===== src/inc/sps_pkg.sv =====
package sps_pkg;
    // Clock period and timing figures.
    localparam int CLK_PERIOD_NS = 8;
    localparam int IRQ_DELAY_NS = 160;
    localparam int IRQ_DELAY_CYC = (IRQ_DELAY_NS + CLK_PERIOD_NS - 1) / CLK_PERIOD_NS;
    localparam int READ_FETCH_NS = 240;
    // Internal fetch takes well under the master's wait so plain reads stay safe.
    localparam int FETCH_CYC = (READ_FETCH_NS / CLK_PERIOD_NS) / 2;
    // Register offsets (byte addresses on APB).
    localparam logic [7:0] OFS_CTRL = 8'h00;
    localparam logic [7:0] OFS_STATUS = 8'h04;
    localparam logic [7:0] OFS_IRQ_STAT = 8'h08;
    localparam logic [7:0] OFS_IRQ_MASK = 8'h0C;
    localparam logic [7:0] OFS_EVENT = 8'h10;
    localparam logic [7:0] OFS_IRQ_REQ = 8'h14;
    localparam logic [7:0] OFS_RDATA = 8'h18;
    localparam logic [7:0] OFS_LAST_ADDR = 8'h1C;
    localparam logic [7:0] OFS_LAST_WDATA = 8'h20;
    // Control fields.
    localparam int CTRL_BUSY_OE = 0;
    localparam int CTRL_MODE_LO = 1;
    localparam int CTRL_LATE = 3;
    // Interrupt status bits.
    localparam int EV_ACCESS_DONE = 0;
    localparam int EV_ACCESS_ERR = 1;
    localparam int EV_WRITE = 2;
    localparam int EV_NUM = 3;
    // Commands.
    localparam logic [2:0] CMD_NOP = 3'h0;
    localparam logic [2:0] CMD_READ = 3'h2;
    localparam logic [2:0] CMD_READ_WS = 3'h3;
    localparam logic [2:0] CMD_WRITE = 3'h4;
    localparam logic [2:0] CMD_ADDR_EXT = 3'h6;
    localparam logic [7:0] TERM_BYTE = 8'hFF;
    typedef enum logic [1:0] {
        SPS_ADDR = 2'b00,
        SPS_READ = 2'b01,
        SPS_WRITE = 2'b10,
        SPS_IGNORE = 2'b11
    } sps_phase_e;
endpackage


===== src/verilog/sps_slave.sv =====
// Design decisions made here: the register addresses and the APB slave port.
`timescale 1ns/1ns
`default_nettype none
module sps_slave (
    // System.
    input wire logic clk,
    input wire logic rst,
    // APB slave.
    input wire logic psel,
    input wire logic penable,
    input wire logic pwrite,
    input wire logic [7:0] paddr,
    input wire logic [31:0] pwdata,
    output logic [31:0] prdata,
    output logic pready,
    output logic pslverr,
    output logic irq,
    // Serial link.
    input wire logic sel_n,
    input wire logic sclk,
    input wire logic serial_in,
    output logic serial_out,
    output logic serial_out_oe,
    output logic spi_irq
);
    import sps_pkg::*;

    logic [2:0] sel_s, clk_s, di_s;
    logic sel, sel_d, sclk_q, sclk_d, din;
    // two flops, then edge detection on the stable copy.
    always_ff @(posedge clk) begin
        if (rst) begin
            sel_s <= 3'h7;
            clk_s <= 3'h0;
            di_s <= 3'h0;
        end else begin
            sel_s <= {sel_s[1:0], sel_n};
            clk_s <= {clk_s[1:0], sclk};
            di_s <= {di_s[1:0], serial_in};
        end
    end
    assign sel = ~sel_s[1];
    assign sel_d = ~sel_s[2];
    assign sclk_q = clk_s[1];
    assign sclk_d = clk_s[2];
    assign din = di_s[1];

    // Control register.
    logic busy_oe_en, late_sample;
    logic [1:0] spi_mode;
    logic [31:0] ctrl;
    assign busy_oe_en = ctrl[CTRL_BUSY_OE];
    assign spi_mode = ctrl[CTRL_MODE_LO +: 2];
    assign late_sample = ctrl[CTRL_LATE];

    // Mode 0/3 sample on rising, 1/2 on falling edge; output changes on the other one.
    logic cpha_pol, rise, fall, sample_edge, shift_edge;
    assign rise = sclk_q & ~sclk_d;
    assign fall = ~sclk_q & sclk_d;
    assign cpha_pol = spi_mode[0] ^ spi_mode[1];
    assign sample_edge = sel & (cpha_pol ? fall : rise);
    assign shift_edge = sel & (cpha_pol ? rise : fall);

    logic mode02_normal;
    assign mode02_normal = ~spi_mode[0] & ~late_sample;

    sps_phase_e phase;
    logic [2:0] bitcnt;
    logic [7:0] rx_sh, byte_idx;
    logic [15:0] addr;
    logic [2:0] cmd;
    logic byte_done, last_cmd_byte;
    logic [7:0] tx_sh;
    logic fetching, fetched, busy_drive;
    logic [7:0] fetch_cnt;
    logic term_seen, err, status_ok, access_end;
    logic [23:0] irq_req;
    logic [7:0] rd_data, last_wdata;
    logic [15:0] last_addr;
    logic [7:0] rx_byte;
    logic have_clock, three_byte;
    logic [2:0] next_cmd;
    logic fetched_used;

    assign rx_byte = {rx_sh[6:0], din};
    assign byte_done = sample_edge && bitcnt == 3'h7;
    assign access_end = sel_d & ~sel;

    // Receive shifter and command decode.
    always_ff @(posedge clk) begin
        if (rst || !sel) begin
            bitcnt <= 3'h0;
            rx_sh <= 8'h00;
            byte_idx <= 8'h00;
            phase <= SPS_ADDR;
            addr <= 16'h0000;
            cmd <= CMD_NOP;
            three_byte <= 1'b0;
            have_clock <= 1'b0;
        end else if (sample_edge) begin
            have_clock <= 1'b1;
            bitcnt <= bitcnt + 3'h1;
            rx_sh <= rx_byte;
            if (bitcnt == 3'h7) begin
                byte_idx <= byte_idx + 8'h01;
                if (phase == SPS_ADDR) begin
                    if (byte_idx == 8'h00) begin
                        addr[12:5] <= rx_byte;
                    end else if (byte_idx == 8'h01) begin
                        addr[4:0] <= rx_byte[7:3];
                        cmd <= rx_byte[2:0];
                        three_byte <= rx_byte[2:0] == CMD_ADDR_EXT;
                    end else begin
                        addr[15:13] <= rx_byte[7:5];
                        cmd <= rx_byte[4:2];
                    end
                end
                if (phase == SPS_ADDR && last_cmd_byte) begin
                    phase <= (next_cmd == CMD_WRITE) ? SPS_WRITE :
                             (next_cmd == CMD_READ || next_cmd == CMD_READ_WS) ? SPS_READ : SPS_IGNORE;
                end
            end
        end
    end

    // Command carried by the byte being completed now.
    always_comb begin
        next_cmd = CMD_NOP;
        last_cmd_byte = 1'b0;
        if (byte_idx == 8'h01) begin
            next_cmd = rx_byte[2:0];
            last_cmd_byte = rx_byte[2:0] != CMD_ADDR_EXT;
        end else if (byte_idx >= 8'h02) begin
            next_cmd = rx_byte[4:2];
            last_cmd_byte = rx_byte[4:2] != CMD_ADDR_EXT;
        end
    end

    // Read fetch: first byte takes FETCH_CYC cycles, following bytes are prefetched.
    logic cmd_done_pulse, in_ws;
    assign cmd_done_pulse = byte_done && phase == SPS_ADDR && last_cmd_byte &&
                            (next_cmd == CMD_READ || next_cmd == CMD_READ_WS);
    always_ff @(posedge clk) begin
        if (rst || !sel) begin
            fetching <= 1'b0;
            fetched <= 1'b0;
            fetch_cnt <= 8'h00;
            in_ws <= 1'b0;
        end else if (cmd_done_pulse) begin
            fetching <= 1'b1;
            fetch_cnt <= 8'(FETCH_CYC);
            in_ws <= next_cmd == CMD_READ_WS;
        end else if (fetching) begin
            fetch_cnt <= fetch_cnt - 8'h01;
            if (fetch_cnt == 8'h01) begin
                fetching <= 1'b0;
                fetched <= 1'b1;
            end
        end else if (byte_done && phase == SPS_READ && in_ws) begin
            in_ws <= 1'b0;
        end
    end

    // Busy drive starts at the first shift edge after the command byte.
    always_ff @(posedge clk) begin
        if (rst || !sel) begin
            busy_drive <= 1'b0;
        end else if (phase == SPS_READ && busy_oe_en && !busy_drive && shift_edge && bitcnt == 3'h0 &&
                     !fetched_used) begin
            busy_drive <= 1'b1;
        end else if (busy_drive && (sample_edge || (fetched && din))) begin
            // The master withdraws busy by raising serial_in after the fetch, so bit 7 is up before its sample.
            busy_drive <= 1'b0;
        end
    end
    // Errors: partial byte, clock while busy, missing termination, reads past termination.
    always_ff @(posedge clk) begin
        if (rst || (sel && !sel_d)) begin
            err <= 1'b0;
            term_seen <= 1'b0;
            fetched_used <= 1'b0;
        end else begin
            if (sample_edge && fetching && !in_ws)
                err <= 1'b1;
            if (byte_done && phase == SPS_READ && !in_ws) begin
                fetched_used <= 1'b1;
                if (term_seen)
                    err <= 1'b1;
                term_seen <= rx_byte == TERM_BYTE;
            end
            if (access_end && (bitcnt != 3'h0 || (phase == SPS_READ && fetched_used && !term_seen)))
                err <= 1'b1;
        end
    end

    // Status of the last clocked access holds until the next clocked access ends.
    always_ff @(posedge clk) begin
        if (rst) begin
            status_ok <= 1'b1;
        end else if (access_end && have_clock) begin
            status_ok <= ~(err | (bitcnt != 3'h0));
        end
    end

    // Transmit shifter.
    logic [7:0] next_tx;
    always_comb begin
        case (byte_idx)
            // The byte index has already moved on when the next byte is loaded.
            8'h01: next_tx = irq_req[15:8];
            8'h02: next_tx = three_byte ? irq_req[23:16] : rd_data;
            default: next_tx = rd_data;
        endcase
    end
    always_ff @(posedge clk) begin
        if (rst || !sel) begin
            tx_sh <= 8'h00;
        end else if (sel && !sel_d) begin
            tx_sh <= irq_req[7:0];
        end else if (shift_edge) begin
            if (bitcnt == 3'h0 && have_clock)
                tx_sh <= next_tx;
            else if (have_clock)
                tx_sh <= {tx_sh[6:0], 1'b0};
        end
    end

    // Pin drivers from flops; first bit before any clock is status in non 0/2-normal modes.
    always_ff @(posedge clk) begin
        if (rst) begin
            serial_out <= 1'b0;
            serial_out_oe <= 1'b0;
        end else begin
            serial_out_oe <= sel;
            if (!sel)
                serial_out <= 1'b0;
            else if (!have_clock)
                serial_out <= mode02_normal ? irq_req[7] : status_ok;
            else if (busy_drive)
                serial_out <= fetching;
            else
                serial_out <= tx_sh[7];
        end
    end

    // Event delay line keeps the interrupt pin behind the request registers.
    logic [23:0] ev_pend;
    logic [7:0] irq_cnt;
    logic [31:0] ev_wr;
    logic ev_strobe;
    always_ff @(posedge clk) begin
        if (rst) begin
            irq_req <= 24'h000000;
            irq_cnt <= 8'h00;
            spi_irq <= 1'b0;
        end else begin
            if (ev_strobe) begin
                irq_req <= pwdata[23:0];
                irq_cnt <= (pwdata[23:0] != 24'h000000) ? 8'(IRQ_DELAY_CYC) : 8'h00;
                if (pwdata[23:0] == 24'h000000)
                    spi_irq <= 1'b0;
            end else if (irq_cnt != 8'h00) begin
                irq_cnt <= irq_cnt - 8'h01;
                if (irq_cnt == 8'h01)
                    spi_irq <= 1'b1;
            end
        end
    end

    // APB register file, zero wait states.
    logic [EV_NUM-1:0] ev_stat, ev_mask, ev_set;
    logic apb_wr, apb_rd;
    assign apb_wr = psel & penable & pwrite;
    assign apb_rd = psel & penable & ~pwrite;
    assign ev_strobe = apb_wr && paddr == OFS_EVENT;
    assign ev_set[EV_ACCESS_DONE] = access_end & have_clock;
    assign ev_set[EV_ACCESS_ERR] = access_end & have_clock & (err | (bitcnt != 3'h0));
    assign ev_set[EV_WRITE] = byte_done & (phase == SPS_WRITE);

    always_ff @(posedge clk) begin
        if (rst) begin
            ctrl <= 32'h00000000;
            ev_mask <= '0;
            rd_data <= 8'h00;
        end else if (apb_wr) begin
            case (paddr)
                OFS_CTRL: ctrl <= pwdata;
                OFS_IRQ_MASK: ev_mask <= pwdata[EV_NUM-1:0];
                OFS_RDATA: rd_data <= pwdata[7:0];
                default: ;
            endcase
        end
    end

    // Sticky status, cleared by reading it; a same-cycle event wins.
    always_ff @(posedge clk) begin
        if (rst)
            ev_stat <= '0;
        else if (apb_rd && paddr == OFS_IRQ_STAT)
            ev_stat <= ev_set;
        else
            ev_stat <= ev_stat | ev_set;
    end

    always_ff @(posedge clk) begin
        if (rst) begin
            last_addr <= 16'h0000;
            last_wdata <= 8'h00;
        end else begin
            if (phase == SPS_WRITE || phase == SPS_READ)
                last_addr <= addr;
            if (ev_set[EV_WRITE])
                last_wdata <= rx_byte;
        end
    end

    always_ff @(posedge clk) begin
        if (rst) begin
            prdata <= 32'h00000000;
            pready <= 1'b0;
            pslverr <= 1'b0;
            irq <= 1'b0;
        end else begin
            irq <= |(ev_stat & ev_mask);
            pready <= psel & ~penable;
            pslverr <= 1'b0;
            prdata <= 32'h00000000;
            if (psel && !penable) begin
                case (paddr)
                    OFS_CTRL: prdata <= ctrl;
                    OFS_STATUS: prdata <= {26'h0, status_ok, busy_drive, fetching, phase, sel};
                    OFS_IRQ_STAT: prdata <= {29'h0, ev_stat | ev_set};
                    OFS_IRQ_MASK: prdata <= {29'h0, ev_mask};
                    OFS_EVENT: prdata <= {8'h00, irq_req};
                    OFS_IRQ_REQ: prdata <= {31'h0, spi_irq};
                    OFS_RDATA: prdata <= {24'h0, rd_data};
                    OFS_LAST_ADDR: prdata <= {16'h0, last_addr};
                    OFS_LAST_WDATA: prdata <= {24'h0, last_wdata};
                    default: pslverr <= 1'b1;
                endcase
            end
        end
    end
endmodule // sps_slave
`default_nettype wire


===== config.mk =====
export PLATFORM = sky130hd
export DESIGN_NAME = sps_slave
export DESIGN_NICKNAME = d
export VERILOG_FILES = /design/src/inc/sps_pkg.sv /design/src/verilog/sps_slave.sv
export SDC_FILE = /design/constraint.sdc
export NUM_CORES = 1
export LEC_CHECK = 0
export BUFFER_PORTS_ARGS = -buffer_cell sky130_fd_sc_hd__buf_2
export CAP_MARGIN = 10
export CORE_ASPECT_RATIO = 0.5
export CORE_MARGIN = 8
export CORE_UTILIZATION = 35
export DETAILED_ROUTE_END_ITERATION = 8
export GPL_ROUTABILITY_DRIVEN = 1
export PLACE_DENSITY_LB_ADDON = 0.08
export SLEW_MARGIN = 20
export SYNTH_ARGS = -nofsm -noshare
export SYNTH_HDL_FRONTEND = slang
export SYNTH_SLANG_ARGS = --single-unit

===== constraint.sdc =====
create_clock -name clk -period 3.32 [get_ports clk]
set_input_delay 0.166 -clock clk [delete_from_list [all_inputs] [get_ports clk]]
set_output_delay 0.166 -clock clk [all_outputs]
set_load 0.005 [all_outputs]

# Word-level counts from Yosys, hierarchy flattened
# Cells that the tools add are included.
# word_totals
register_bits	210
input_bits	48
# op_classes
n_addsub	4
n_lt_le_gt_ge	1
n_eq_ne	24
muxes	41
bitwise	30
reduce_logical	69
# ops
cell	n
32-bit case mux with 9 select lines	1
8-bit 2-to-1 mux	7
8-bit by 5-bit == test with 1-bit output, second input constant	4
1-bit logical AND	26
8-bit by 1-bit == test with 1-bit output, second input constant	3
24-bit zero test	1
1-bit 2-to-1 mux	24
24-bit nonzero test	1
8-bit by 4-bit == test with 1-bit output, second input constant	2
8-bit zero test	2
8-bit case mux with 2 select lines	1
8-bit by 1-bit subtractor with 8-bit output, second input constant	2
1-bit bitwise AND	13
1-bit NOT	13
2-bit AND reduction	6
2-bit nonzero test	6
5-bit AND reduction	2
3-bit == test, second input constant	3
3-bit 2-to-1 mux	3
3-bit AND reduction	3
9-bit OR reduction	1
8-bit by 1-bit adder with 8-bit output, second input constant	1
8-bit by 2-bit == test with 1-bit output, second input constant	1
8-bit by 3-bit == test with 1-bit output, second input constant	1
other kinds (25)	42

# Longest topological paths before layout
# Gate-level depths: netlist (run 1).
# logic_depth
ltp_word	10
depth_mapped	8
depth_no_buf	7

# Least setup slack after synthesis (run 1)
# No wires, ideal clock.
# synth_timing
kind	reg2reg
startpoint	reg byte_idx[3]
endpoint	reg fetched
setup_time_ns	0.139
arrival_time_ns	2.013
slack_ns	1.168
path_stages_with_launch	7
n_path_buf	1
period_less_slack_ns	2.152
path_cell_list	dfxtp_1 or4_4 buf_6 nor4_4 o211ai_2 a2111oi_4 o32ai_1
# synth_via
elab_chain_len	8
elab_cells_between_ends	13
# synth_lines
item	line	source
start: declaration	sps_slave.sv:69	logic [7:0] rx_sh, byte_idx;
start signal: assignment	sps_slave.sv:105	byte_idx <= byte_idx + 8'h01;
8-bit by 2-bit >= comparator with 1-bit output	sps_slave.sv:133	end else if (byte_idx >= 8'h02) begin
3-bit 2-to-1 mux	sps_slave.sv:133	
3-bit 2-to-1 mux	sps_slave.sv:130	if (byte_idx == 8'h01) begin
3-bit by 2-bit == test with 1-bit output	sps_slave.sv:142	(next_cmd == CMD_READ || next_cmd == CMD_READ_WS);
1-bit logical OR	sps_slave.sv:142	
1-bit logical AND (*)	sps_slave.sv:141	assign cmd_done_pulse = byte_done && phase == SPS_ADDR && last_cmd_byte &&
1-bit NOT (no source line) (*)	--	
3-bit AND reduction (no source line) (*)	--	
end signal: assignment	sps_slave.sv:146	fetched <= 1'b0;
end signal: assignment	sps_slave.sv:157	fetched <= 1'b1;
end: declaration	sps_slave.sv:74	logic fetching, fetched, busy_drive;
# Mark *: on every way between the ends. The rest lies on a longest branch, timed or not.
# A chain may end at the register's enable or synchronous reset.

# Final worst setup path (run 1)
# layout_timing
startpoint	reg byte_idx[0]
endpoint	reg fetched
# Same word-level chain as after synthesis.

==> qor.csv, run 1 <==
stage;metric;value;unit
outcome;status;finished, final reports clean;
power_and_ir_drop;power_density;514;nW/um^2
global_route;grt_pass1_wl;41900;um
hold_path;min_path_type;in -> reg;
yosys;synth-compound-area-share;16.3;%
timing;tightest_slew;0.977;ns
cts;cts-root-buf;clkbuf_16;
setup_path;crit_path_start_kind;flop;
timing;fin_worst_skew;0.0196;ns
finish;syn_to_final_growth;21.0;%
yosys;muxShareOfSynthArea;7.49;%
yosys;ys_ff_latch;210;
global_route;grt_busiest_layer;met1;
power_and_ir_drop;power_switching;1250;uW
yosys;synth_top_area_cell;dfxtp_1;
timing;rsz0062_at_grt;false;
global_route;antenna_found_initial;0;
yosys;synthSimpleGateAreaFrac;20.4;%
cts;cts_buffer_depth;3;
routing;dr.pass1.iters;5;
setup_path;crit_path_end_kind;flop;
timing;relSlewSlack;34.7;%
routing;via_per_inst;5.22;
finish;drive_gt1_share;13.8;%
yosys;synth_adder_area_share;2.00;%
floorplanning;core-area;24900;sq um
power_and_ir_drop;ir_worst_vdd;0.000286;V
placed_design;dpl_worst_slack;0.736;ns
run;maxCapViolCount;0;
power_and_ir_drop;clkPwrFrac;45.5;%
timing;hold_viol;0;
global_route;overflow;0;
setup_path;path_class;reg -> reg;
yosys;syn_avg_cell_area;8.80;sq um
timing;post-route-min-period;2.62;ns
routing;drtAntennaViolNets;0;
yosys;synth_top_area_share;48.1;%
floorplanning;start_util;35.1;%
cts;cts_sinks;210;
yosys;synth_edf_count;0;
finish;final_common_cell;dfxtp_1;
placed_design;gp_congestion;0.830;
floorplanning;rows;41;
global_route;grt_start_max_net_pins;83;
cts;clk_pin_slew_worst_paths;0.07;ns
yosys;synthFlopType;dfxtp_1;
power_and_ir_drop;p_total;5430;uW
cts;cts_tree;done;
floorplanning;die_x;239;um
setup_path;arrival;2.98;ns
yosys;synth_area_leaders;dfxtp_1 (48%), mux2i_1 (7.1%), nand2_1 (7.0%);
timing;fin_setup_tns;0;ns
global_route;use_met2;25.5;%
power_and_ir_drop;intPower;4180;uW
finish;antennaDiodeCount;0;
global_route;met3_usage;3.05;%
routing;wirelength;26900;um
floorplanning;dieArea;30600;sq um
yosys;synth_nets;1055;
cts;insertion_delay;0.51;ns
timing;whs;0.0238;ns
yosys;ys_warn_count;0;
timing;drv_slew;0;
global_route;grtUsageMet1;25.5;%
yosys;postSynthCellCount;993;
timing;fin_ws;0.697;ns
placed_design;hpwlAfterDp;19000;um
cts;cts_made_buffers;21;
yosys;synth_top_family_by_area;simple AND/OR/NAND/NOR gates;
timing;fmax;381;MHz
yosys;synth_area;8740;sq um
routing;detail_route.wl_per_cell;18.6;um
floorplanning;dieHeight;128;um
power_and_ir_drop;combPwrFrac;6.6;%
setup_path;critPathMaxFanout;12;
global_route;grt_pass1_vias;7102;
power_and_ir_drop;p_sw_share;23.1;%
finish;finish.utilization;42.5;%
finish;nets;1153;
yosys;synthXorXnorAreaFrac;1.90;%
routing;drtIter0Drc;469;
yosys;synthArstFlopShare;0;%
timing;finalSetupViolCount;0;
placed_design;io_buffers;85;
setup_path;required;3.68;ns
setup_path;slowest_stage;a2111oi_4;
global_route;track_usage;17.2;%
setup_path;crit_path_cell_trace;ha_1 -> inv_1 -> nor3_4 -> a22oi_2 -> a2111oi_4 -> o32ai_1;
routing;drc_errors;0;
power_and_ir_drop;p_leak;0.00379;uW
cts;htreeDepth;1;
power_and_ir_drop;seq_power_share;47.9;%
routing;vias;7565;
setup_path;max_stage_delay;0.52;ns
floorplanning;ios;86;
timing;finalCritPeriodShare;79.0;%
yosys;ys_seq_area_share;48.1;%
yosys;ys_types;66;
finish;layout_common_cells;dfxtp_1 (210), nand2_1 (162), nor2_1 (104);
[critical path, delay by kind of cell (launching register included)]
| family | cells | cell delay (ns) |
|---|---|---|
| compound gates | 3 | 0.87 |
| fa+ha+maj | 1 | 0.51 |
| buf+inv | 1 | 0.24 |
| flops | 1 | 0.42 |
| simple gates | 1 | 0.44 |
[kinds of logic after synthesis]
group | count (synthesis)
and+or+nand+nor | 383
DFF | 210
AOI/OAI and AO/OA | 217
muxes | 65
xor gates and xnor gates | 19
adders and majority gates | 14
buffers and inverters | 85
[synthesized netlist by cell type (all sizes together), types with 4 or more instances]
| cell | number |
|---|---|
| a21oi | 101 |
| a22oi | 15 |
| nand3 | 17 |
| and4 | 5 |
| mux2i | 62 |
| or4 | 6 |
| buf | 8 |
| ha | 14 |
| o211ai | 19 |
| a211oi | 5 |
| nor4b | 4 |
| xnor2 | 14 |
| nor2b | 12 |
| a32oi | 11 |
| o21ai | 16 |
| nor3b | 7 |
| dfxtp | 210 |
| a31oi | 7 |
| o31ai | 9 |
| inv | 19 |
| nor2 | 104 |
| nor4 | 11 |
| xor2 | 5 |
| clkbuf | 57 |
| nand2 | 162 |
| nand2b | 7 |
| a222oi | 9 |
| and3 | 10 |
| nor3 | 20 |
[sequential cells by signal, indices dropped and copies added, names as in the netlist, 7 cells and up]
| register | cells |
|---|---|
| ctrl | 32 |
| rd_data | 8 |
| byte_idx | 8 |
| last_wdata | 8 |
| rx_sh | 7 |
| last_addr | 16 |
| irq_req | 24 |
| prdata | 32 |
| irq_cnt | 8 |
| tx_sh | 8 |
| addr | 16 |
| fetch_cnt | 8 |
[cell type report]
type	instances	area, sq um
clock buffer	30	619
clock inverter	6	87.6
fill	2490	14300
inverter	20	75.1
multi-input combinational	698	4220
sequential	210	4200
tap	344	430
timing repair buffer	140	943
[repair_timing]
item	CTS	global route
gates resized for setup	0	0
endpoints found under the setup margin	0	0
buffers inserted	0	0
endpoints found under the hold margin	62	0
hold buffers	36	0
[stage by stage]
stage,cell area (sq um),cells
2_1_floorplan,8740,993
3_3_place_gp,9500,1376
3_5_place_dp,9510,1376
4_1_cts,10600,1448
5_1_grt,10600,1448
6_report,10600,1448
[power groups by stage]
stage,clock network [uW],registers (uW),logic [uW]
final,2470,2600,357
after global routing,2640,2610,403
after CTS,2540,2600,360
after detailed placement,0,2660,326
after global placement,0,2660,319
after floorplan,0,2650,219
[layer usage]
metal	up-vias	share of wire (%)
li1	3699	-
met1	3673	52
met2	154	42
met3	39	4.3
met4	0	2.0
met5	-	0
[path summary, 6_finish.rpt]
path	to	depth (start not counted)	from	slack, ns
worst max register to register	fetched$_SDFFE_PP0P_	6	byte_idx[0]$_SDFFE_PP0P_	0.70
worst max-delay path	fetched$_SDFFE_PP0P_	6	byte_idx[0]$_SDFFE_PP0P_	0.70
worst min-delay path	prdata[2]$_SDFF_PP0_	4	paddr[6]	0.02
worst min register to register	sel_s[1]$_SDFF_PP1_	1	sel_s[0]$_SDFF_PP1_	0.42
(Power assumes the default switching activity.)
==> run 2: changes to the inputs <==
==> constraint.sdc (replaced) <==
create_clock -name clk -period 2.74 [get_ports clk]
set_input_delay 0.137 -clock clk [delete_from_list [all_inputs] [get_ports clk]]
set_output_delay 0.137 -clock clk [all_outputs]
set_load 0.005 [all_outputs]
==> run 2 against run 1 <==
Effect of this change:
- clock power is 12% higher
- die area stayed put
- critical path depth is 1 lower
- setup slack worse by 0.32 ns
- largest power group unchanged
==> qor.csv, run 2 (synthesized netlist as in run 1, its figures left out) <==
stage;metric;value;unit;change
timing;finalCritPeriodShare;86.4;%;+7.4 points
power_and_ir_drop;ir_worst_vdd;0.000364;V;+27%
routing;drtAntennaViolNets;0;;unchanged
routing;wirelength;27200;um;+1.1%
floorplanning;rows;41;;unchanged
cts;cts_made_buffers;21;;unchanged
floorplanning;core-area;24900;sq um;unchanged
global_route;antenna_found_initial;0;;unchanged
timing;fmax;422;MHz;+11%
cts;clk_pin_slew_worst_paths;0.07;ns;about the same
global_route;grt_pass1_vias;7290;;+2.6%
timing;drv_slew;0;;unchanged
finish;nets;1171;;+1.6%
timing;fin_setup_tns;0;ns;unchanged
routing;via_per_inst;5.18;;-0.90%
routing;vias;7595;;+0.40%
cts;cts_buffer_depth;3;;unchanged
placed_design;hpwlAfterDp;19400;um;+2.1%
setup_path;timing.rr.start;byte_idx[3]$_SDFFE_PP0P_;;
setup_path;critPathMaxFanout;10;;-2
global_route;overflow;0;;unchanged
timing;hold_viol;0;;unchanged
timing;whs;0.0142;ns;-0.00960 ns
finish;drive_gt1_share;14.9;%;+1.1 points
global_route;grt_pass1_wl;42300;um;+0.89%
placed_design;gp_congestion;0.864;;+4.0%
cts;cts_sinks;210;;unchanged
floorplanning;start_util;35.1;%;unchanged
timing;finalSetupViolCount;0;;unchanged
setup_path;r2r_end;fetched$_SDFFE_PP0P_;;
setup_path;cp-startpoint;byte_idx[3]$_SDFFE_PP0P_;;
finish;final_common_cell;dfxtp_1;;
setup_path;required;3.12;ns;-0.56 ns
floorplanning;die_x;239;um;unchanged
routing;drc_errors;0;;unchanged
setup_path;endpoint;fetched$_SDFFE_PP0P_;;
finish;fillers;2511;;+0.84%
timing;rsz0062_at_grt;false;;
timing;fin_worst_skew;0.0131;ns;-0.00650 ns
placed_design;io_buffers;85;;unchanged
routing;detail_route.wl_per_cell;18.5;um;-0.25%
finish;syn_to_final_growth;21.7;%;
floorplanning;dieHeight;128;um;unchanged
setup_path;r2r_setup_slack;0.37;ns;-0.32 ns
cts;htreeDepth;1;;unchanged
setup_path;path_class;reg -> reg;;
timing;relSlewSlack;31.4;%;-3.3 points
setup_path;crit_path_end_kind;flop;;
routing;drtIter0Drc;627;;+34%
timing;post-route-min-period;2.37;ns;-0.255 ns
finish;antennaDiodeCount;0;;unchanged
power_and_ir_drop;power_density;596;nW/um^2;+16%
finish;layout_common_cells;dfxtp_1 (210), nand2_1 (162), nor2_1 (104);;
timing;tightest_slew;1.03;ns;+0.0521 ns
hold_path;min_path_type;in -> reg;;
outcome;status;finished, final reports clean;;
finish;reg_top3;ctrl x32, prdata x32, irq_req x24;;
global_route;track_usage;17.4;%;+0.27 points
setup_path;arrival;2.75;ns;-0.23 ns
cts;cts_tree;done;;
floorplanning;ios;86;;unchanged
setup_path;rr_worst_depth;5;;-1
floorplanning;dieArea;30600;sq um;unchanged
cts;cts-root-buf;clkbuf_16;;
cts;insertion_delay;0.51;ns;about the same
power_and_ir_drop;p_leak;0.00385;uW;+1.6%
routing;dr.pass1.iters;7;;+2
global_route;grt_start_max_net_pins;91;;+9.6%
run;maxCapViolCount;0;;unchanged
setup_path;crit_path_start_kind;flop;;
[run 2: stage by stage]
| step | util, % | cell area [sq um] | setup WS, ns | std cells | power (uW) |
|---|---|---|---|---|---|
| final | 42.8 | 10600 | 0.372 | 1467 | 6340 |
| after global routing | 42.8 | 10600 | 0.0997 | 1467 | 6600 |
| after CTS | 42.8 | 10600 | 0.341 | 1467 | 6420 |
| after detailed placement | 38.7 | 9620 | 0.353 | 1392 | 3610 |
| after global placement | 38.7 | 9620 | 0.436 | 1392 | 3610 |
| after floorplan | - | 8740 | 0.588 | 993 | 3470 |
[run 2: timing repair]
action                    in CTS  in global routing
buffers inserted               0                  0
hold endpoints to repair      65                  0
hold buffers                  38                  0
resized for setup              0                  0
[run 2: cell type report]
class	count	area, sq um	area share, %
Multi-Input combinational cell	698	4210	39.5
Clock buffer	29	586	5.50
Tap cell	344	430	4.05
Clock inverter	8	55.1	0.517
Timing Repair Buffer	158	1080	10.2
Sequential cell	210	4200	39.5
Inverter	20	75.1	0.706
[run 2: worst min path at each step]
stage,start,to,slack [ns],cells after the start
3_5_place_dp,sel_n,sel_s[0]$_SDFF_PP1_,0.32,2
4_1_cts,paddr[6],prdata[2]$_SDFF_PP0_,0.0002,4
2_1_floorplan,sel_n,sel_s[0]$_SDFF_PP1_,0.24,1
3_3_place_gp,sel_n,sel_s[0]$_SDFF_PP1_,0.32,2
5_1_grt,paddr[1],pslverr$_SDFF_PP0_,0.03,4
6_report,paddr[1],pslverr$_SDFF_PP0_,0.01,4
[run 2: layer usage]
layer | track usage (%) | up-vias | routed length [um]
met4 | 2.79 | 0 | 315
met2 | 26.5 | 157 | 11700
met5 | 0.336 | - | 0
met1 | 25.6 | 3672 | 13800
met3 | 3.33 | 30 | 1370
li1 | - | 3736 | -
[run 2: power breakdown]
group          leakage [uW]  total [uW]  switching, uW  internal [uW]
registers           0.00169        3150           48.9           3100
clock network      0.000313        2760           1250           1510
logic               0.00184         434            234            200
total               0.00385        6340           1530           4810
[run 2: worst max-delay path: stages, from the launching register on]
cell	delay (ns)
dfxtp_1	0.35
or4_4	0.67
nor3_4	0.35
a22oi_2	0.18
a2111oi_4	0.53
o32ai_1	0.17
==> run 3: changes to the inputs <==
--- a/config.mk
+++ b/config.mk
@@ -10,8 +10,9 @@
 export CORE_ASPECT_RATIO = 0.5
 export CORE_MARGIN = 8
 export CORE_UTILIZATION = 35
+export CTS_BUF_LIST = sky130_fd_sc_hd__clkbuf_4
 export DETAILED_ROUTE_END_ITERATION = 8
-export GPL_ROUTABILITY_DRIVEN = 1
+export GPL_ROUTABILITY_DRIVEN = 0
 export PLACE_DENSITY_LB_ADDON = 0.08
 export SLEW_MARGIN = 20
 export SYNTH_ARGS = -nofsm -noshare
==> run 3 against run 2 <==
Effect of this change:
- clock-buffer cell count grew 43
- global-route usage grew 0.57 points
- largest power group unchanged
- sequential cell count is the same
- sequential share of layout area decreased by 0.32 points
- critical path type unchanged
- final area up 0.82%
==> qor.csv, run 3 (synthesized netlist as in run 1, its figures left out) <==
stage;metric;value;unit;change
floorplanning;start_util;35.1;%;unchanged
finish;syn_to_final_growth;22.7;%;
cts;cts-root-buf;clkbuf_4;;
timing;tightest_slew;1.02;ns;-0.0119 ns
setup_path;required;3.28;ns;+0.16 ns
cts;cts_made_buffers;50;;+140%
timing;fin_setup_tns;0;ns;unchanged
routing;vias;7828;;+3.1%
timing;fmax;420;MHz;-0.43%
setup_path;max_stage_delay;0.67;ns;about the same
cts;cts_buffer_depth;3;;unchanged
placed_design;hpwlAfterDp;19400;um;unchanged
routing;wirelength;27800;um;+2.1%
timing;whs;0.0991;ns;+0.0849 ns
floorplanning;dieArea;30600;sq um;unchanged
routing;dr.pass1.iters;5;;-2
power_and_ir_drop;power_switching;1560;uW;+1.5%
power_and_ir_drop;p_sw_share;25.3;%;+1.1 points
cts;insertion_delay;0.67;ns;+0.16 ns
finish;final_cell_area;10700;sq um;+0.82%
cts;cts_sinks;210;;unchanged
floorplanning;core-area;24900;sq um;unchanged
timing;finalSetupViolCount;0;;unchanged
floorplanning;die_x;239;um;unchanged
setup_path;crit_path_end_kind;flop;;
routing;drc_errors;0;;unchanged
setup_path;crit_buf_inv;0;;unchanged
floorplanning;ios;86;;unchanged
setup_path;arrival;2.92;ns;+0.17 ns
power_and_ir_drop;seq_power_share;51.1;%;+1.4 points
timing;post-route-min-period;2.38;ns;+0.0103 ns
timing;hold_viol;0;;unchanged
setup_path;path_class;reg -> reg;;
routing;via_per_inst;5.13;;-0.92%
global_route;antenna_found_initial;0;;unchanged
cts;clk_pin_slew_worst_paths;0.07;ns;about the same
finish;fin_cells;1526;;+4.0%
global_route;grt_pass1_vias;7667;;+5.2%
setup_path;slowest_stage;or4_4;;
floorplanning;dieHeight;128;um;unchanged
setup_path;crit_path_start_kind;flop;;
finish;drive_gt1_share;17.8;%;+2.9 points
setup_path;crit_path_cell_trace;or4_4 -> nor3_4 -> a22oi_2 -> a2111oi_4 -> o32ai_1;;
timing;drv_slew;0;;unchanged
power_and_ir_drop;power_density;574;nW/um^2;-3.7%
power_and_ir_drop;p_leak;0.00396;uW;+2.7%
setup_path;critPathMaxFanout;10;;unchanged
finish;antennaDiodeCount;0;;unchanged
finish;layout_common_cells;dfxtp_1 (210), nand2_1 (162), nor2_1 (104);;
setup_path;r2r_setup_slack;0.36;ns;about the same
placed_design;dp.cells;1392;;unchanged
global_route;grt_start_max_net_pins;91;;unchanged
routing;drtAntennaViolNets;0;;unchanged
global_route;overflow;0;;unchanged
placed_design;io_buffers;85;;unchanged
outcome;status;finished, final reports clean;;
routing;detail_route.wl_per_cell;18.2;um;-1.8%
timing;finalCritPeriodShare;86.8;%;+0.37 points
hold_path;min_path_type;in -> reg;;
power_and_ir_drop;intPower;4600;uW;-4.3%
timing;fin_worst_skew;0.0250;ns;+0.0120 ns
cts;post_cts_buffers;0;;unchanged
cts;cts_tree;done;;
finish;nets;1211;;+3.4%
routing;drtIter0Drc;572;;-8.8%
global_route;track_usage;18.0;%;+0.57 points
run;maxCapViolCount;0;;unchanged
setup_path;crit_family;simple AND/OR/NAND/NOR gates;;
finish;reg_top3;ctrl x32, prdata x32, irq_req x24;;
power_and_ir_drop;clkPwrFrac;41.6;%;-1.9 points
timing;rsz0062_at_grt;false;;
timing;relSlewSlack;32.2;%;+0.79 points
cts;htreeDepth;2;;+1
power_and_ir_drop;ir_worst_vdd;0.000202;V;-44%
power_and_ir_drop;p_total;6160;uW;-2.9%
power_and_ir_drop;combPwrFrac;7.3;%;+0.5 points
floorplanning;rows;41;;unchanged
global_route;grt_pass1_wl;43400;um;+2.8%
finish;final_common_cell;dfxtp_1;;
placed_design;placed_cell_area;9620;sq um;unchanged
[run 3: changes by cell type in the layout (fill, tap and decap cells not counted), moves of 2 or more]
| cell | change |
|---|---|
| clkinv_2 | -2 |
| clkinv_1 | +10 |
| clkbuf_8 | -3 |
| clkbuf_16 | -21 |
| clkbuf_4 | +72 |
| clkbuf_1 | -5 |
| clkinvlp_4 | -2 |
| dlygate4sd3_1 | +11 |
[run 3: path summary, 6_finish.rpt]
check / startpoint / to / cells after the start
setup / recovery: byte_idx[3]$_SDFFE_PP0P_ / fetched$_SDFFE_PP0P_ / 5
hold / removal: paddr[7] / prdata[1]$_SDFF_PP0_ / 4
setup reg to reg: byte_idx[3]$_SDFFE_PP0P_ / fetched$_SDFFE_PP0P_ / 5
hold reg to reg: sel_s[0]$_SDFF_PP1_ / sel_s[1]$_SDFF_PP1_ / 1
[run 3: worst reg2reg max path: stages (launching register included)]
cell and delay [ns]:
dfxtp_1 0.35, or4_4 0.67, nor3_4 0.35, a22oi_2 0.18, a2111oi_4 0.53, o32ai_1 0.18
[run 3: cell type report]
| class | count | area (sq um) |
|---|---|---|
| fill | 2548 | 14200 |
| multi-input combinational | 698 | 4210 |
| sequential | 210 | 4200 |
| timing repair buffer | 169 | 1190 |
| clock buffer | 72 | 541 |
| tap | 344 | 430 |
| clock inverter | 13 | 77.6 |
| inverter | 20 | 75.1 |
[run 3: layer usage]
layer	vias to the layer above	GRT usage, %	wire length (um)
li1	3849	-	-
met1	3738	26.0	13900
met2	196	26.7	11900
met3	45	3.73	1550
met4	0	5.07	436
met5	-	0	0
[run 3: metrics by stage]
step,setup slack [ns],utilization (%)
after global placement,0.436,38.7
after CTS,0.343,43.1
after floorplan,0.588,-
after global routing,0.0992,43.1
final,0.361,43.1
after detailed placement,0.353,38.7
[run 3: what timing repair did]
action / 4_1_cts / 5_1_grt
gates resized for setup: 0 / 0
hold endpoints to repair: 99 / 0
endpoints found under the setup margin: 0 / 0
hold buffers: 49 / 0
[run 3: power groups by stage]
stage	Combinational (uW)	Clock, uW	Sequential, uW
after global placement	390	0	3220
after detailed placement	395	0	3220
after global routing	503	2830	3160
after floorplan	265	0	3210
after CTS	449	2650	3150
final	448	2560	3150
